## src/ctp_regs.vh

```
// register map, field positions, reset values and timing constants of the cascadable timer pair
`ifndef CTP_REGS_VH
`define CTP_REGS_VH
// byte offsets (one 32-bit word each)
`define CTP_OFF_CTRL_LO_A 8'h00
`define CTP_OFF_CTRL_HI_A 8'h04
`define CTP_OFF_CTRL_LO_B 8'h08
`define CTP_OFF_CTRL_HI_B 8'h0C
`define CTP_OFF_CNT_LO_A 8'h10
`define CTP_OFF_CNT_HI_A 8'h14
`define CTP_OFF_CNT_LO_B 8'h18
`define CTP_OFF_CNT_HI_B 8'h1C
`define CTP_OFF_PER_LO_A 8'h20
`define CTP_OFF_PER_HI_A 8'h24
`define CTP_OFF_PER_LO_B 8'h28
`define CTP_OFF_PER_HI_B 8'h2C
`define CTP_OFF_IRQ_STAT 8'h30
`define CTP_OFF_IRQ_MASK 8'h34
`define CTP_OFF_IRQ_PRIO 8'h38
`define CTP_OFF_IDLE 8'h3C
// control register fields
`define CTP_BIT_TIMER_ON 15
`define CTP_BIT_STOP_IN_IDLE 13
`define CTP_BIT_GATE_ENABLE 6
`define CTP_BIT_PS_HI 5
`define CTP_BIT_PS_LO 4
`define CTP_BIT_CASCADE_ENABLE 3
`define CTP_BIT_CLOCK_SOURCE 1
`define CTP_CTRL_WMASK 16'hA07A
// reset values
`define CTP_RST_CTRL 16'h0000
`define CTP_RST_PERIOD 16'hFFFF
`define CTP_RST_MASK 4'h0
`define CTP_RST_PRIO 12'h000
// prescale divide ratios (as log2), select 0..3 = 1:1, 1:8, 1:64, 1:256
`define CTP_PS_SHIFT0 4'h0
`define CTP_PS_SHIFT1 4'h3
`define CTP_PS_SHIFT2 4'h6
`define CTP_PS_SHIFT3 4'h8
// mode codes from {clock source, gate}
`define CTP_MODE_TIMER 2'h0
`define CTP_MODE_GATED 2'h1
`define CTP_MODE_SYNC 2'h2
`endif

```

## src/ctp_top.v

```verilog
// cascadable timer pair: two timer pairs, AHB-Lite registers, interrupts and DMA request
`timescale 1ns/10ps
`include "ctp_regs.vh"
module ctp_top (
  input wire hclk, // system clock, 100 MHz
  input wire hresetn, // async reset, active low
  input wire hsel, // slave select
  input wire [7:0] haddr, // byte address
  input wire [1:0] htrans, // transfer type
  input wire hwrite, // write when high
  input wire [2:0] hsize, // transfer size
  input wire [31:0] hwdata, // write data
  input wire hready, // bus ready in
  output wire hreadyout, // always ready
  output wire hresp, // always OKAY
  output reg [31:0] hrdata, // read data
  input wire [3:0] external_count_pin, // count pins; bit 0 feeds timers 2 and 3, bit 2 timers 4 and 5, bits 1 and 3 unused
  input wire [3:0] gate_pin, // gate pins; bit 0 feeds timers 2 and 3, bit 2 timers 4 and 5, bits 1 and 3 unused
  input wire cpu_idle, // core idle state
  output wire irq, // level interrupt
  output wire [2:0] irq_priority, // priority of highest pending source
  output wire dma_request // one-cycle DMA trigger
);
  ////////////////////////////////////////////////////////////////////////
  // bus slave
  reg [7:0] addr_ff;
  reg wr_ff;
  reg rd_ff;
  wire take = hsel && hready && htrans[1];
  always @(posedge hclk or negedge hresetn) begin
    if (!hresetn) begin
      addr_ff <= 8'h00;
      wr_ff <= 1'b0;
      rd_ff <= 1'b0;
    end else begin
      addr_ff <= take ? haddr : addr_ff;
      wr_ff <= take && hwrite;
      rd_ff <= take && !hwrite;
    end
  end
  assign hreadyout = 1'b1;
  assign hresp = 1'b0;
  wire wr_now = wr_ff;
  ////////////////////////////////////////////////////////////////////////
  // registers
  reg [15:0] ctrl_ff [0:3];
  reg [15:0] period_ff [0:3];
  reg [3:0] irq_stat_ff;
  reg [3:0] irq_mask_ff;
  reg [11:0] irq_prio_ff;
  wire [15:0] count [0:3];
  wire [3:0] match;
  wire [3:0] carry;
  wire [3:0] tick;
  ////////////////////////////////////////////////////////////////////////
  // pin synchronisers
  reg [3:0] ext_s1_ff;
  reg [3:0] ext_s2_ff;
  reg [3:0] ext_s3_ff;
  reg [3:0] gate_s1_ff;
  reg [3:0] gate_s2_ff;
  always @(posedge hclk or negedge hresetn) begin
    if (!hresetn) begin
      ext_s1_ff <= 4'h0;
      ext_s2_ff <= 4'h0;
      ext_s3_ff <= 4'h0;
      gate_s1_ff <= 4'h0;
      gate_s2_ff <= 4'h0;
    end else begin
      ext_s1_ff <= external_count_pin;
      ext_s2_ff <= ext_s1_ff;
      ext_s3_ff <= ext_s2_ff;
      gate_s1_ff <= gate_pin;
      gate_s2_ff <= gate_s1_ff;
    end
  end
  wire [3:0] ext_rise = ext_s2_ff & ~ext_s3_ff;
  ////////////////////////////////////////////////////////////////////////
  // timers; index 0,1 = pair A low/high, 2,3 = pair B low/high
  wire [1:0] joined;
  assign joined[0] = ctrl_ff[0][`CTP_BIT_CASCADE_ENABLE];
  assign joined[1] = ctrl_ff[2][`CTP_BIT_CASCADE_ENABLE];
  genvar g;
  generate
    for (g = 0; g < 4; g = g + 1) begin : gen_tmr
      localparam integer LO = (g / 2) * 2;
      wire is_hi = (g % 2) == 1;
      wire j = joined[g / 2];
      // joined halves take setup from the low control, idle stop is per half
      wire [15:0] cfg = j ? ctrl_ff[LO] : ctrl_ff[g];
      wire idle_stop = cpu_idle && ctrl_ff[g][`CTP_BIT_STOP_IN_IDLE];
      wire jm = j && (count[LO + 1] == period_ff[LO + 1]) && (count[LO] == period_ff[LO]) && tick[LO];
      ctp_timer16 u_tmr (
        .hclk(hclk),
        .hresetn(hresetn),
        .timer_on(cfg[`CTP_BIT_TIMER_ON]),
        .idle_stop(idle_stop),
        .clock_source_select(cfg[`CTP_BIT_CLOCK_SOURCE]),
        .gate_enable(cfg[`CTP_BIT_GATE_ENABLE]),
        .prescale_select(cfg[`CTP_BIT_PS_HI:`CTP_BIT_PS_LO]),
        .ext_rise(ext_rise[LO]),
        .gate_level(gate_s2_ff[LO]),
        .slave(j && is_hi),
        .joined_low(j && !is_hi),
        .carry_in(is_hi ? carry[LO] : 1'b0),
        .joined_match(jm),
        .period(period_ff[g]),
        .wr_cnt(wr_now && addr_ff == (`CTP_OFF_CNT_LO_A + g * 4)),
        .wdata(hwdata[15:0]),
        .count_ff(count[g]),
        .carry_out(carry[g]),
        .tick(tick[g]),
        .match_ff(match[g])
      );
    end
  endgenerate
  // joined event goes to the high half's flag only
  wire [3:0] event_in;
  assign event_in[0] = match[0] && !joined[0];
  assign event_in[1] = joined[0] ? match[0] : match[1];
  assign event_in[2] = match[2] && !joined[1];
  assign event_in[3] = joined[1] ? match[2] : match[3];
  assign dma_request = event_in[0] || event_in[1];
  ////////////////////////////////////////////////////////////////////////
  // register writes and interrupt status
  wire rd_stat = rd_ff && (addr_ff == `CTP_OFF_IRQ_STAT);
  integer i;
  always @(posedge hclk or negedge hresetn) begin
    if (!hresetn) begin
      for (i = 0; i < 4; i = i + 1) begin
        ctrl_ff[i] <= `CTP_RST_CTRL;
        period_ff[i] <= `CTP_RST_PERIOD;
      end
      irq_stat_ff <= 4'h0;
      irq_mask_ff <= `CTP_RST_MASK;
      irq_prio_ff <= `CTP_RST_PRIO;
    end else begin
      for (i = 0; i < 4; i = i + 1) begin
        if (wr_now && addr_ff == (`CTP_OFF_CTRL_LO_A + i * 4))
          ctrl_ff[i] <= hwdata[15:0] & `CTP_CTRL_WMASK;
        if (wr_now && addr_ff == (`CTP_OFF_PER_LO_A + i * 4))
          period_ff[i] <= hwdata[15:0];
      end
      if (wr_now && addr_ff == `CTP_OFF_IRQ_MASK)
        irq_mask_ff <= hwdata[3:0];
      if (wr_now && addr_ff == `CTP_OFF_IRQ_PRIO)
        irq_prio_ff <= hwdata[11:0];
      // clear only what the read returned, so an event landing after the capture is kept; set wins
      irq_stat_ff <= (rd_stat ? (irq_stat_ff & ~hrdata[3:0]) : irq_stat_ff) | event_in;
    end
  end
  // masked, low-half enables ignored when joined
  wire [3:0] en_eff = irq_mask_ff & {1'b1, !joined[1], 1'b1, !joined[0]};
  wire [3:0] pend = irq_stat_ff & en_eff;
  assign irq = |pend;
  reg [2:0] best;
  integer k;
  always @* begin
    best = 3'h0;
    for (k = 0; k < 4; k = k + 1)
      if (pend[k] && irq_prio_ff[k * 3 +: 3] > best)
        best = irq_prio_ff[k * 3 +: 3];
  end
  assign irq_priority = best;
  ////////////////////////////////////////////////////////////////////////
  // read mux; counts read live at any time
  always @(posedge hclk or negedge hresetn) begin
    if (!hresetn)
      hrdata <= 32'h00000000;
    else if (take && !hwrite) begin
      case (haddr)
        `CTP_OFF_CTRL_LO_A: hrdata <= {16'h0000, ctrl_ff[0]};
        `CTP_OFF_CTRL_HI_A: hrdata <= {16'h0000, ctrl_ff[1]};
        `CTP_OFF_CTRL_LO_B: hrdata <= {16'h0000, ctrl_ff[2]};
        `CTP_OFF_CTRL_HI_B: hrdata <= {16'h0000, ctrl_ff[3]};
        `CTP_OFF_CNT_LO_A: hrdata <= {16'h0000, count[0]};
        `CTP_OFF_CNT_HI_A: hrdata <= {16'h0000, count[1]};
        `CTP_OFF_CNT_LO_B: hrdata <= {16'h0000, count[2]};
        `CTP_OFF_CNT_HI_B: hrdata <= {16'h0000, count[3]};
        `CTP_OFF_PER_LO_A: hrdata <= {16'h0000, period_ff[0]};
        `CTP_OFF_PER_HI_A: hrdata <= {16'h0000, period_ff[1]};
        `CTP_OFF_PER_LO_B: hrdata <= {16'h0000, period_ff[2]};
        `CTP_OFF_PER_HI_B: hrdata <= {16'h0000, period_ff[3]};
        `CTP_OFF_IRQ_STAT: hrdata <= {28'h0000000, irq_stat_ff};
        `CTP_OFF_IRQ_MASK: hrdata <= {28'h0000000, irq_mask_ff};
        `CTP_OFF_IRQ_PRIO: hrdata <= {20'h00000, irq_prio_ff};
        default: hrdata <= 32'h00000000;
      endcase
    end
  end
endmodule

```

## src/ctp_timer16.v

```verilog
// one 16-bit timer half: mode choice, prescaler, count, period match and carry chaining
`timescale 1ns/10ps
`include "ctp_regs.vh"
module ctp_timer16 (
  input wire hclk, // system clock
  input wire hresetn, // async reset, active low
  input wire timer_on, // counting allowed
  input wire idle_stop, // stop because of idle
  input wire clock_source_select, // 1: external count pin
  input wire gate_enable, // gated timer mode
  input wire [1:0] prescale_select, // prescaler ratio
  input wire ext_rise, // synchronised rising edge of the count pin
  input wire gate_level, // synchronised gate pin level
  input wire slave, // high word of a joined pair: counts on carry
  input wire joined_low, // low word of a joined pair: no match on its own word
  input wire carry_in, // carry from the low word
  input wire joined_match, // full 32-bit match while joined
  input wire [15:0] period, // own period value
  input wire wr_cnt, // software write of the count
  input wire [15:0] wdata, // count write data
  output reg [15:0] count_ff, // running count
  output wire carry_out, // count step that rolls over to the partner
  output wire tick, // count step taken this cycle
  output reg match_ff // one-cycle period match event
);
  reg [7:0] ps_ff;
  reg gate_q_ff;
  reg [1:0] mode;
  reg [3:0] shift;
  reg src;
  wire ps_done;
  wire own_match;
  wire gate_fall;
  always @* begin
    if (clock_source_select)
      mode = `CTP_MODE_SYNC;
    else if (gate_enable)
      mode = `CTP_MODE_GATED;
    else
      mode = `CTP_MODE_TIMER;
  end
  // instruction clock in timer and gated modes, pin in counter mode
  always @* begin
    case (mode)
      `CTP_MODE_SYNC: src = ext_rise;
      `CTP_MODE_GATED: src = gate_level;
      default: src = 1'b1;
    endcase
    case (prescale_select)
      2'h0: shift = `CTP_PS_SHIFT0;
      2'h1: shift = `CTP_PS_SHIFT1;
      2'h2: shift = `CTP_PS_SHIFT2;
      default: shift = `CTP_PS_SHIFT3;
    endcase
  end
  wire run = timer_on && !idle_stop;
  assign ps_done = (shift == 4'h0) || (ps_ff == ((9'h001 << shift) - 9'h001));
  wire step = run && src && ps_done;
  assign tick = slave ? (run && carry_in) : step;
  assign own_match = (count_ff == period);
  assign carry_out = tick && (count_ff == 16'hFFFF) && !joined_match;
  assign gate_fall = gate_q_ff && !gate_level;
  always @(posedge hclk or negedge hresetn) begin
    if (!hresetn) begin
      ps_ff <= 8'h00;
      count_ff <= 16'h0000;
      match_ff <= 1'b0;
      gate_q_ff <= 1'b0;
    end else begin
      gate_q_ff <= gate_level;
      match_ff <= 1'b0;
      if (!run)
        ps_ff <= 8'h00;
      else if (src && !slave)
        ps_ff <= ps_done ? 8'h00 : ps_ff + 8'h01;
      // both halves of a joined pair clear on the same edge; the carry is held off then
      if (wr_cnt)
        count_ff <= wdata;
      else if (joined_match) begin
        count_ff <= 16'h0000;
        match_ff <= 1'b1;
      end else if (tick) begin
        if (own_match && !slave && !joined_low) begin
          count_ff <= 16'h0000;
          match_ff <= 1'b1;
        end else
          count_ff <= count_ff + 16'h0001;
      end
      // gated mode flags the end of a gate window
      if (mode == `CTP_MODE_GATED && gate_fall && run && !slave)
        match_ff <= 1'b1;
    end
  end
endmodule

```

## config.mk

```make
export PLATFORM = sky130hd
export DESIGN_NAME = ctp_top
export DESIGN_NICKNAME = d
export VERILOG_FILES = /design/src/ctp_top.v /design/src/ctp_timer16.v
export VERILOG_INCLUDE_DIRS = /design/src
export SDC_FILE = /design/constraint.sdc
export NUM_CORES = 1
export LEC_CHECK = 0
export ABC_CLOCK_PERIOD_IN_PS = 6900
export BUFFER_PORTS_ARGS = -buffer_cell sky130_fd_sc_hd__buf_2
export CAP_MARGIN = 25
export CORE_AREA = 2 2 183 185
export DETAILED_ROUTE_END_ITERATION = 7
export DIE_AREA = 0 0 185 187
export GPL_TIMING_DRIVEN = 0
export PLACE_DENSITY = 0.67
export REMOVE_ABC_BUFFERS = 1
export SYNTH_ARGS = -nofsm -noshare
export SYNTH_HDL_FRONTEND = slang
export SYNTH_SLANG_ARGS = --single-unit
```

## constraint.sdc

```tcl
create_clock -name hclk -period 6.9 [get_ports hclk]
set_clock_uncertainty 0.15 [all_clocks]
set_input_delay 0.345 -clock hclk [delete_from_list [all_inputs] [get_ports hclk]]
set_output_delay 0.345 -clock hclk [all_outputs]
set_load 0.05 [all_outputs]
```

**After elaboration in Yosys (flattened, before gate mapping)**

Index checks and enable logic that the tools add are counted.

- Add/subtract/negate cells: 12
- $mul: 0
- Div/mod/pow operators: 0
- Magnitude comparators: 4
- Equality and inequality tests: 58
- Shift-type cells: 4
- Multiplexer cells: 76
- Bitwise gates (word level): 7
- Reductions and logical operators: 102

Operators by type and width:

| kind | number |
|---|---|
| 16-bit two-way mux | 18 |
| 16-bit one-hot mux with 15 select lines | 1 |
| 8-bit by 6-bit equality test with 1-bit output, second input constant | 14 |
| 8-bit two-way mux | 12 |
| 1-bit logical AND | 71 |
| 16-bit by 1-bit adder with 16-bit output, second input constant | 4 |
| 16-bit equality test | 4 |
| 8-bit by 5-bit equality test with 1-bit output, second input constant | 8 |
| 4-bit one-hot mux with 3 select lines | 4 |
| 8-bit by 9-bit equality test with 1-bit output | 4 |
| 1-bit by 4-bit << shifter with 9-bit output, first input constant | 4 |
| 9-bit by 1-bit subtractor with 9-bit output, second input constant | 4 |
| 8-bit by 1-bit adder with 8-bit output, second input constant | 4 |
| 16-bit equality test, second input constant | 2 |
| 8-bit by 4-bit equality test with 1-bit output, second input constant | 4 |
| 1-bit two-way mux | 28 |
| 2-bit by 1-bit equality test with 1-bit output, second input constant | 8 |
| 2-bit equality test, second input constant | 8 |
| 8-bit by 3-bit equality test with 1-bit output, second input constant | 2 |
| 4-bit zero test | 4 |
| 8-bit zero test | 2 |
| 4-bit bitwise AND | 3 |
| 3-bit two-way mux | 4 |
| 3-bit nonzero test | 4 |
| 15 further kinds | 42 |

- Flip-flop bits (word level): 271
- Bits in latches: 0
- Bits in writable memories: 0
- ROM bits: 0
- Output and inout port bits: 39
- Word-level logic and storage cells: 297
- Memories: 0

**Logic depth before layout (Yosys ltp)**

Gate-level depths: netlist of run 1.

- Depth in word-level cells: 16
- Gate-level depth with buffers: 23

**Cells and area by module**

A second synthesis of run 1 with hierarchy kept.

- Cells, all modules: 1,776
- Area, all modules: 17,066.4 um2

Modules (own cells, without submodules):

| module | instances | cells an instance | area an instance (um2) |
|---|---|---|---|
| ctp_top | 1 | 764 | 8,668.3 |
| ctp_timer16 | 4 | 253 | 2,099.5 |

**Worst setup path before layout of run 1**

OpenSTA, ideal clock, no wires.

- Kind: register to output
- Start point: register ctrl_ff (netlist bit gen_tmr[0].cfg[3])
- End point: output port irq_priority[1]
- Arrival: 4.997 ns
- Slack: 1.408 ns
- Stages on the path, launching flop included: 21
- Path buffers: 1
- Path through: dfrtp_1 > clkbuf_2 > inv_1 > and3_1 > nand2_1 > ha_1 > a21o_1 > a21oi_1 > a311oi_1 > mux2_2 > ha_1 > inv_1 > a21o_1 > a21oi_1 > a311oi_1 > mux2i_1 > ha_1 > a21o_1 > a21oi_1 > a311oi_1 > o21ai_0

- Word-level cells in the longest chain between the ends: 14

Ends and longest elaborated chain:

| item | line | text |
|---|---|---|
| from (decl) | ctp_top.v:46 | `reg [15:0] ctrl_ff [0:3];` |
| from (signal, indexed assignment) | ctp_top.v:131 | `` ctrl_ff[i] <= `CTP_RST_CTRL; `` |
| from (signal, indexed assignment) | ctp_top.v:140 | `` ctrl_ff[i] <= hwdata[15:0] & `CTP_CTRL_WMASK; `` |
| 1-bit zero test (*) | ctp_top.v:153 | `wire [3:0] en_eff = irq_mask_ff & {1'b1, !joined[1], 1'b1, !joined[0]};` |
| 4-bit bitwise AND (*) | ctp_top.v:153 |  |
| 4-bit bitwise AND (*) | ctp_top.v:154 | `wire [3:0] pend = irq_stat_ff & en_eff;` |
| 1-bit logical AND (*) | ctp_top.v:161 | `if (pend[k] && irq_prio_ff[k * 3 +: 3] > best)` |
| 3-bit two-way mux (*) | ctp_top.v:161 |  |
| 3-bit > comparator | ctp_top.v:161 |  |
| 1-bit logical AND | ctp_top.v:161 |  |
| 3-bit two-way mux (*) | ctp_top.v:161 |  |
| 3-bit > comparator | ctp_top.v:161 |  |
| 1-bit logical AND | ctp_top.v:161 |  |
| 3-bit two-way mux (*) | ctp_top.v:161 |  |
| 3-bit > comparator | ctp_top.v:161 |  |
| 1-bit logical AND | ctp_top.v:161 |  |
| 3-bit two-way mux (*) | ctp_top.v:161 |  |
| to (decl) | ctp_top.v:21 | `output wire [2:0] irq_priority,` |

Mark *: on every way between the ends. The rest lies on a longest branch, timed or not.

**Worst setup path in the final report of run 1**

- Start point: register ctrl_ff (netlist bit gen_tmr[0].cfg[3])
- End point: output port irq_priority[0]

The elaborated chain is that of the path after synthesis.

==> impl_metrics.yaml, run 1 <==
status:
  outcome: "finished clean"
synth:
  seq_area_frac_synth_pct: 43.6
  ys.flop_type: "dfrtp_1"
  netlist_area_um2: 14500
  yosysUniqueCellTypes: 75
  synthArstFlopShare_pct: 100
  yosys-top-cells-area: "dfrtp_1, dfstp_2, mux2_2, xnor2_1, nand2_1"
  netlist_instances: 1472
  yosysTopAreaCell: "dfrtp_1"
  synth.avg_cell_area_um2: 9.87
  synth_top_area_share_pct: 32.0
  synth-edff-count: 0
  ys_ff_latch: 250
  ys_warn_count: 0
job:
  drv_cap: 0
layout:
  nNetsFinal: 1598
  final_cell_mix: "dfrtp_1, nand2_1, mux2_2"
  drive_gt1_share_pct: 21.5
  final_core_util_pct: 49.6
  synthToLayoutAreaGrowth_pct: 12.2
  antenna_cells: 0
  mostFrequentLayoutCell: "dfrtp_1"
floorplanning:
  ios: 98
  die_w_um: 185
  fp-row-count: 67
  die_area_um2: 34600
  die_h_um: 187
  core_um2: 32900
  start_util_pct: 44.2
sta:
  rsz0062_at_grt: "no"
  worst_pin_slew_ns: 1.03
  fin_crit_ns: 6.52
  hold_viol: 0
  relSlewSlack_pct: 31.2
  post-route-period-util_pct: 94.4
  finalSetupTns_ns: 0
  drv_slew: 0
  fmax_mhz: 153
  setup_viol: 0
  fin_ws_ns: 0.385
drt:
  first_pass_iters: 7
  vias_per_cell: 6.18
  num_vias: 12200
  routed_wl_mm: 43.8
  drtAntennaViolNets: 0
  drcViolationCount: 0
  dr.first_iter.drc_count: 1402
  routedWlPerCell_um: 22.1
critical_path:
  slowest_stage: "dfrtp_2"
  path_cells: "inv_1, and3_1, nand2_1, ha_1, a21o_1, a21oi_1, a311oi_2, mux2i_1, inv_1, ha_1, a21o_1, a21oi_1, a311oi_1, mux2_2, ha_1, inv_1, a21o_1, a21oi_1, a311oi_1, mux2_2, buf_2"
  critPathArrivalTime_ns: 6.02
  rrSetupSlack_ns: 3.42
  reg2reg_to: "gen_tmr[1].u_tmr.count_ff[6]"
  crit_fanout: 14
  reg2regPathDepth: 9
  startpoint: "gen_tmr[0].cfg[3]"
  cp.required_ns: 6.40
  path_class: "flip-flop to primary output"
  endpoint: "irq_priority[0]"
  r2r_start: "gen_tmr[0].cfg[4]"
  critPathCaptureType: "primary output"
  slowest_delay_ns: 0.54
  start_kind: "flip-flop"
clock_tree:
  insertion_delay_ns: 0.57
  cts.sinks: 250
  cts-root-buf: "clkbuf_16"
  cts_setup_buffers: 0
  clkTransAtPathRegs_ns: 0.06
  cts_inserted_buffers: 29
  clockBufferDepth: 3
  cts_tree: "built"
  h-tree-depth: 1
global_route:
  grt.total_usage_pct: 25.6
  antenna_found_initial: 0
  grt_pass1_wl_mm: 69.1
  gr-total-overflow: 0
  grt_max_degree: 104
  grt_pass1_vias: 11800
placed_design:
  gp_congestion: 0.933
  dpl.hpwl_mm: 31.3
  portBuffers: 55
  post-place-ws_ns: 0.716
worst_hold_path:
  hold_class: "primary input to flip-flop"
pwr:
  vdd_drop_max_mv: 0.239
  leakage_nw: 6.74
  powerDensity_nw_per_um2: 230
  finalPower_w: 0.00376
[metrics by stage]
stage                     hold slack [ns]  cell area, µm²  cells
after CTS                        0.000303           16300   1978
after detailed placement            0.183           15100   1910
final                              0.0107           16300   1981
after floorplan                    -0.101           14100   1392
after global placement              0.183           15000   1895
after global routing               0.0173           16300   1981
[synth_stat cells (15+ instances only)]
master,instances
a21o_1,15
a21oi_1,35
a221oi_1,17
a222oi_1,19
a22o_1,46
a22oi_1,36
a31oi_1,23
and3_1,38
buf_2,23
buf_4,20
clkbuf_1,47
dfrtp_1,186
dfstp_2,64
ha_1,29
inv_1,37
mux2_2,111
nand2_1,135
nand2b_1,18
nand3_1,52
nand4_1,30
nor2_1,93
nor2b_1,18
o21ai_0,100
o31ai_1,25
xnor2_1,76
[how the worst min path moves through the flow]
stage                              from                             to  slack, ns  depth (start not counted)
final                        hwdata[14]  gen_tmr[0].u_tmr.count_ff[14]       0.01                          3
after global routing         hwdata[14]  gen_tmr[0].u_tmr.count_ff[14]       0.02                          3
after CTS                    hwdata[14]  gen_tmr[0].u_tmr.count_ff[14]     0.0003                          3
after detailed placement        hresetn  gen_tmr[1].u_tmr.count_ff[13]       0.18                          1
after global placement    gate_s1_ff[2]                  gate_s2_ff[2]       0.18                          0
after floorplan                 hresetn                     addr_ff[0]      -0.10                          0
[routing by layer]
metal / vias up / GRT usage [%] / share of wire, % / wire, µm
met3: 160 / 4.85 / 8.0 / 3510
met2: 588 / 38.3 / 43 / 19000
met1: 5991 / 36.1 / 44 / 19100
met4: 0 / 11.1 / 5.1 / 2240
met5: - / 0 / 0 / 0
li1: 5499 / - / - / -
[critical path: cells and delay by family, from the launching register on]
| family | cells | cell delay [ns] |
|---|---|---|
| flops | 1 | 0.54 |
| mux | 3 | 1.11 |
| simple gates | 2 | 0.42 |
| compound gates | 9 | 1.99 |
| buf+inv | 4 | 0.62 |
| fa+ha+maj | 3 | 0.80 |
[registers in the layout, summed over array words and instances (netlist names)]
| register | count |
|---|---|
| ext_s1_ff | 2 |
| gen_tmr.u_tmr.count_ff | 64 |
| ext_s3_ff | 2 |
| irq_stat_ff | 4 |
| gen_tmr.u_tmr.ps_ff | 32 |
| gen_tmr.u_tmr.gate_q_ff | 2 |
| irq_prio_ff | 12 |
| irq_mask_ff | 4 |
| gen_tmr.cfg | 14 |
| period_ff | 64 |
| rd_ff | 1 |
| wr_ff | 1 |
| gate_s1_ff | 2 |
| gate_s2_ff | 2 |
| gen_tmr.u_tmr.match_ff | 4 |
| ctrl_ff | 14 |
| addr_ff | 8 |
| hrdata | 16 |
| ext_s2_ff | 2 |
[where the power goes]
part | internal (W) | switching, W | total [W] | leakage, nW
registers | 0.00156 | 0.000135 | 0.00170 | 3.05
clock network | 0.000955 | 0.000638 | 0.00159 | 0.495
logic | 0.000182 | 0.000284 | 0.000466 | 3.19
[layout make-up]
class / count / area [µm²]
clock buffer: 40 / 837
inverter: 38 / 143
clock inverter: 14 / 151
fill: 3077 / 16600
tap: 448 / 561
sequential: 250 / 6340
multi-input combinational: 1104 / 7650
timing repair buffer: 87 / 624
[repair_timing]
action	4_1_cts	5_1_grt
hold endpoints to repair	72	0
setup endpoints to repair	0	3
resized for setup	0	2
hold buffers	14	0
[kinds of logic (layout without fill, tap and decap cells)]
logic type	count (synthesis)	count (layout)	synth area share (%)
and+or+nand+nor	458	458	15.9
DFF	250	250	43.6
xor gates and xnor gates	86	86	5.18
other	2	18	0.0517
AOI/OAI and AO/OA	393	393	19.3
muxes	120	120	9.22
adders and majority gates	29	29	2.50
buffers and inverters	134	179	4.25
Note: power is estimated with default switching activity, not from simulation.
==> run 2: changes to the inputs <==
==> constraint.sdc (replaced) <==
create_clock -name hclk -period 6.9 [get_ports hclk]
set_clock_uncertainty 0.15 [all_clocks]
set_input_delay 0.69 -clock hclk [delete_from_list [all_inputs] [get_ports hclk]]
set_output_delay 0.69 -clock hclk [all_outputs]
set_load 0.05 [all_outputs]
==> impl_metrics.yaml, run 2 (synthesis gave the netlist of run 1 again) <==
drt:
  drcViolationCount: 0
  routedWlPerCell_um: 22.3
  first_pass_iters: 6
  num_vias: 12300
  dr.first_iter.drc_count: 1456
  drtAntennaViolNets: 0
  routed_wl_mm: 43.9
  vias_per_cell: 6.23
critical_path:
  crit_fanout: 14
  cp.required_ns: 6.06
  critPathArrivalTime_ns: 5.78
  start_kind: "flip-flop"
  slowest_delay_ns: 0.54
  critPathCaptureType: "primary output"
  path_buf_inv: 4
  slowest_stage: "dfrtp_2"
  path_class: "flip-flop to primary output"
  path_delay_family: "compound AO/OA/AOI/OAI gates"
  path_cells: "inv_1, and3_1, nand2_1, ha_1, a21o_1, a21oi_1, a311oi_2, mux2i_1, inv_1, ha_1, a21o_1, a21oi_1, a311oi_2, mux2_2, ha_1, inv_1, a21o_1, a21oi_1, a311oi_2, mux2_2, buf_2"
pwr:
  switching_share_pct: 28.2
  leakage_nw: 6.69
  intPower_w: 0.00269
  seqPwrFrac_pct: 45.2
  switchingPower_w: 0.00106
  vdd_drop_max_mv: 0.238
  powerDensity_nw_per_um2: 232
  clkPwrFrac_pct: 42.5
  p_comb_share_pct: 12.3
placed_design:
  dpl.hpwl_mm: 31.3
  place_area_um2: 15100
  place_inst: 1910
  gp_congestion: 0.933
  portBuffers: 55
floorplanning:
  ios: 98
  die_w_um: 185
  fp-row-count: 67
  die_h_um: 187
  die_area_um2: 34600
  start_util_pct: 44.2
  core_um2: 32900
sta:
  finalSetupTns_ns: 0
  hold_viol: 0
  worst_pin_slew_ns: 1.05
  fmax_mhz: 151
  setup_viol: 0
  hold-worst-slack_ns: 0.0815
  fin_crit_ns: 6.62
  post-route-period-util_pct: 96.0
  relSlewSlack_pct: 29.6
  drv_slew: 0
layout:
  design_area_um2: 16200
  reg_top3: "gen_tmr.u_tmr.count_ff: 64 flops, period_ff: 64 flops, gen_tmr.u_tmr.ps_ff: 32 flops"
  drive_gt1_share_pct: 21.8
  mostFrequentLayoutCell: "dfrtp_1"
  fill_cells: 3087
  synthToLayoutAreaGrowth_pct: 11.4
  stdcell_count: 1968
  antenna_cells: 0
  nNetsFinal: 1585
  final_cell_mix: "dfrtp_1, nand2_1, mux2_2"
clock_tree:
  cts_inserted_buffers: 29
  clkTransAtPathRegs_ns: 0.06
  cts-root-buf: "clkbuf_16"
  h-tree-depth: 1
  cts.sinks: 250
  insertion_delay_ns: 0.57
  clockBufferDepth: 3
  cts_tree: "built"
worst_hold_path:
  hold_class: "primary input to flip-flop"
global_route:
  gr-total-overflow: 0
  grt.total_usage_pct: 25.6
  antenna_found_initial: 0
  grt_max_degree: 104
  grt_pass1_wl_mm: 69.1
  grt_pass1_vias: 11800
job:
  drv_cap: 0
status:
  outcome: "finished clean"
[run 2: repair_timing]
action | 4_1_cts | 5_1_grt
setup buffers | 0 | 0
pin swaps | 0 | 0
gates resized for setup | 2 | 2
hold endpoints to repair | 37 | 0
setup endpoints to repair | 3 | 3
hold buffers | 1 | 0
[run 2: final timing paths]
check                             startpoint                            end  slack [ns]  cells after the start
max                        gen_tmr[0].cfg[3]                irq_priority[0]        0.28                     21
min                              gate_pin[0]                  gate_s1_ff[0]        0.08                      1
max reg2reg                gen_tmr[0].cfg[5]  gen_tmr[1].u_tmr.count_ff[13]        3.40                      9
min reg2reg                     ext_s1_ff[2]                   ext_s2_ff[2]        0.20                      0
max in group asynchronous            hresetn      gen_tmr[3].u_tmr.ps_ff[1]        5.15                      3
min in group asynchronous            hresetn  gen_tmr[1].u_tmr.count_ff[11]        0.53                      2
[run 2: worst register-to-register path, stage by stage, from the launching register on]
cell,delay (ns)
dfrtp_1,0.57
inv_1,0.12
ha_1,0.33
and2_1,0.17
or3_1,0.32
a211oi_2,0.34
o21a_1,0.38
a311o_2,0.60
o21ai_0,0.20
a22o_1,0.21
[run 2: cell type report]
| class | count | area [µm²] | share of cell area, % |
|---|---|---|---|
| Inverter | 38 | 143 | 0.881 |
| Tap cell | 448 | 561 | 3.46 |
| Clock buffer | 40 | 837 | 5.17 |
| Sequential cell | 250 | 6340 | 39.1 |
| Multi-Input combinational cell | 1104 | 7660 | 47.3 |
| Timing Repair Buffer | 74 | 494 | 3.05 |
| Clock inverter | 14 | 151 | 0.935 |
[run 2: power groups by stage]
stage                     registers [W]  clock network (W)  logic, W
after floorplan                 0.00166                  0  0.000311
after global placement          0.00171                  0  0.000437
after detailed placement        0.00172                  0  0.000453
after CTS                       0.00169            0.00162  0.000457
after global routing            0.00171            0.00167  0.000512
final                           0.00170            0.00159  0.000463
[run 2: through the flow]
stage          setup slack [ns]  util, %  total power (W)
6_report                  0.278     49.3          0.00375
5_1_grt                -0.00391     49.3          0.00389
4_1_cts                  0.0950     49.1          0.00376
3_5_place_dp              0.371     46.0          0.00217
3_3_place_gp              0.360     45.5          0.00215
2_1_floorplan             0.957        -          0.00197
[run 2: per-layer routing]
layer	up-vias	GRT usage, %	share of wire [%]
met1	6041	36.1	42
met3	139	4.89	9.0
met4	0	11.1	4.7
met5	-	0	0
met2	606	38.3	44
li1	5474	-	-
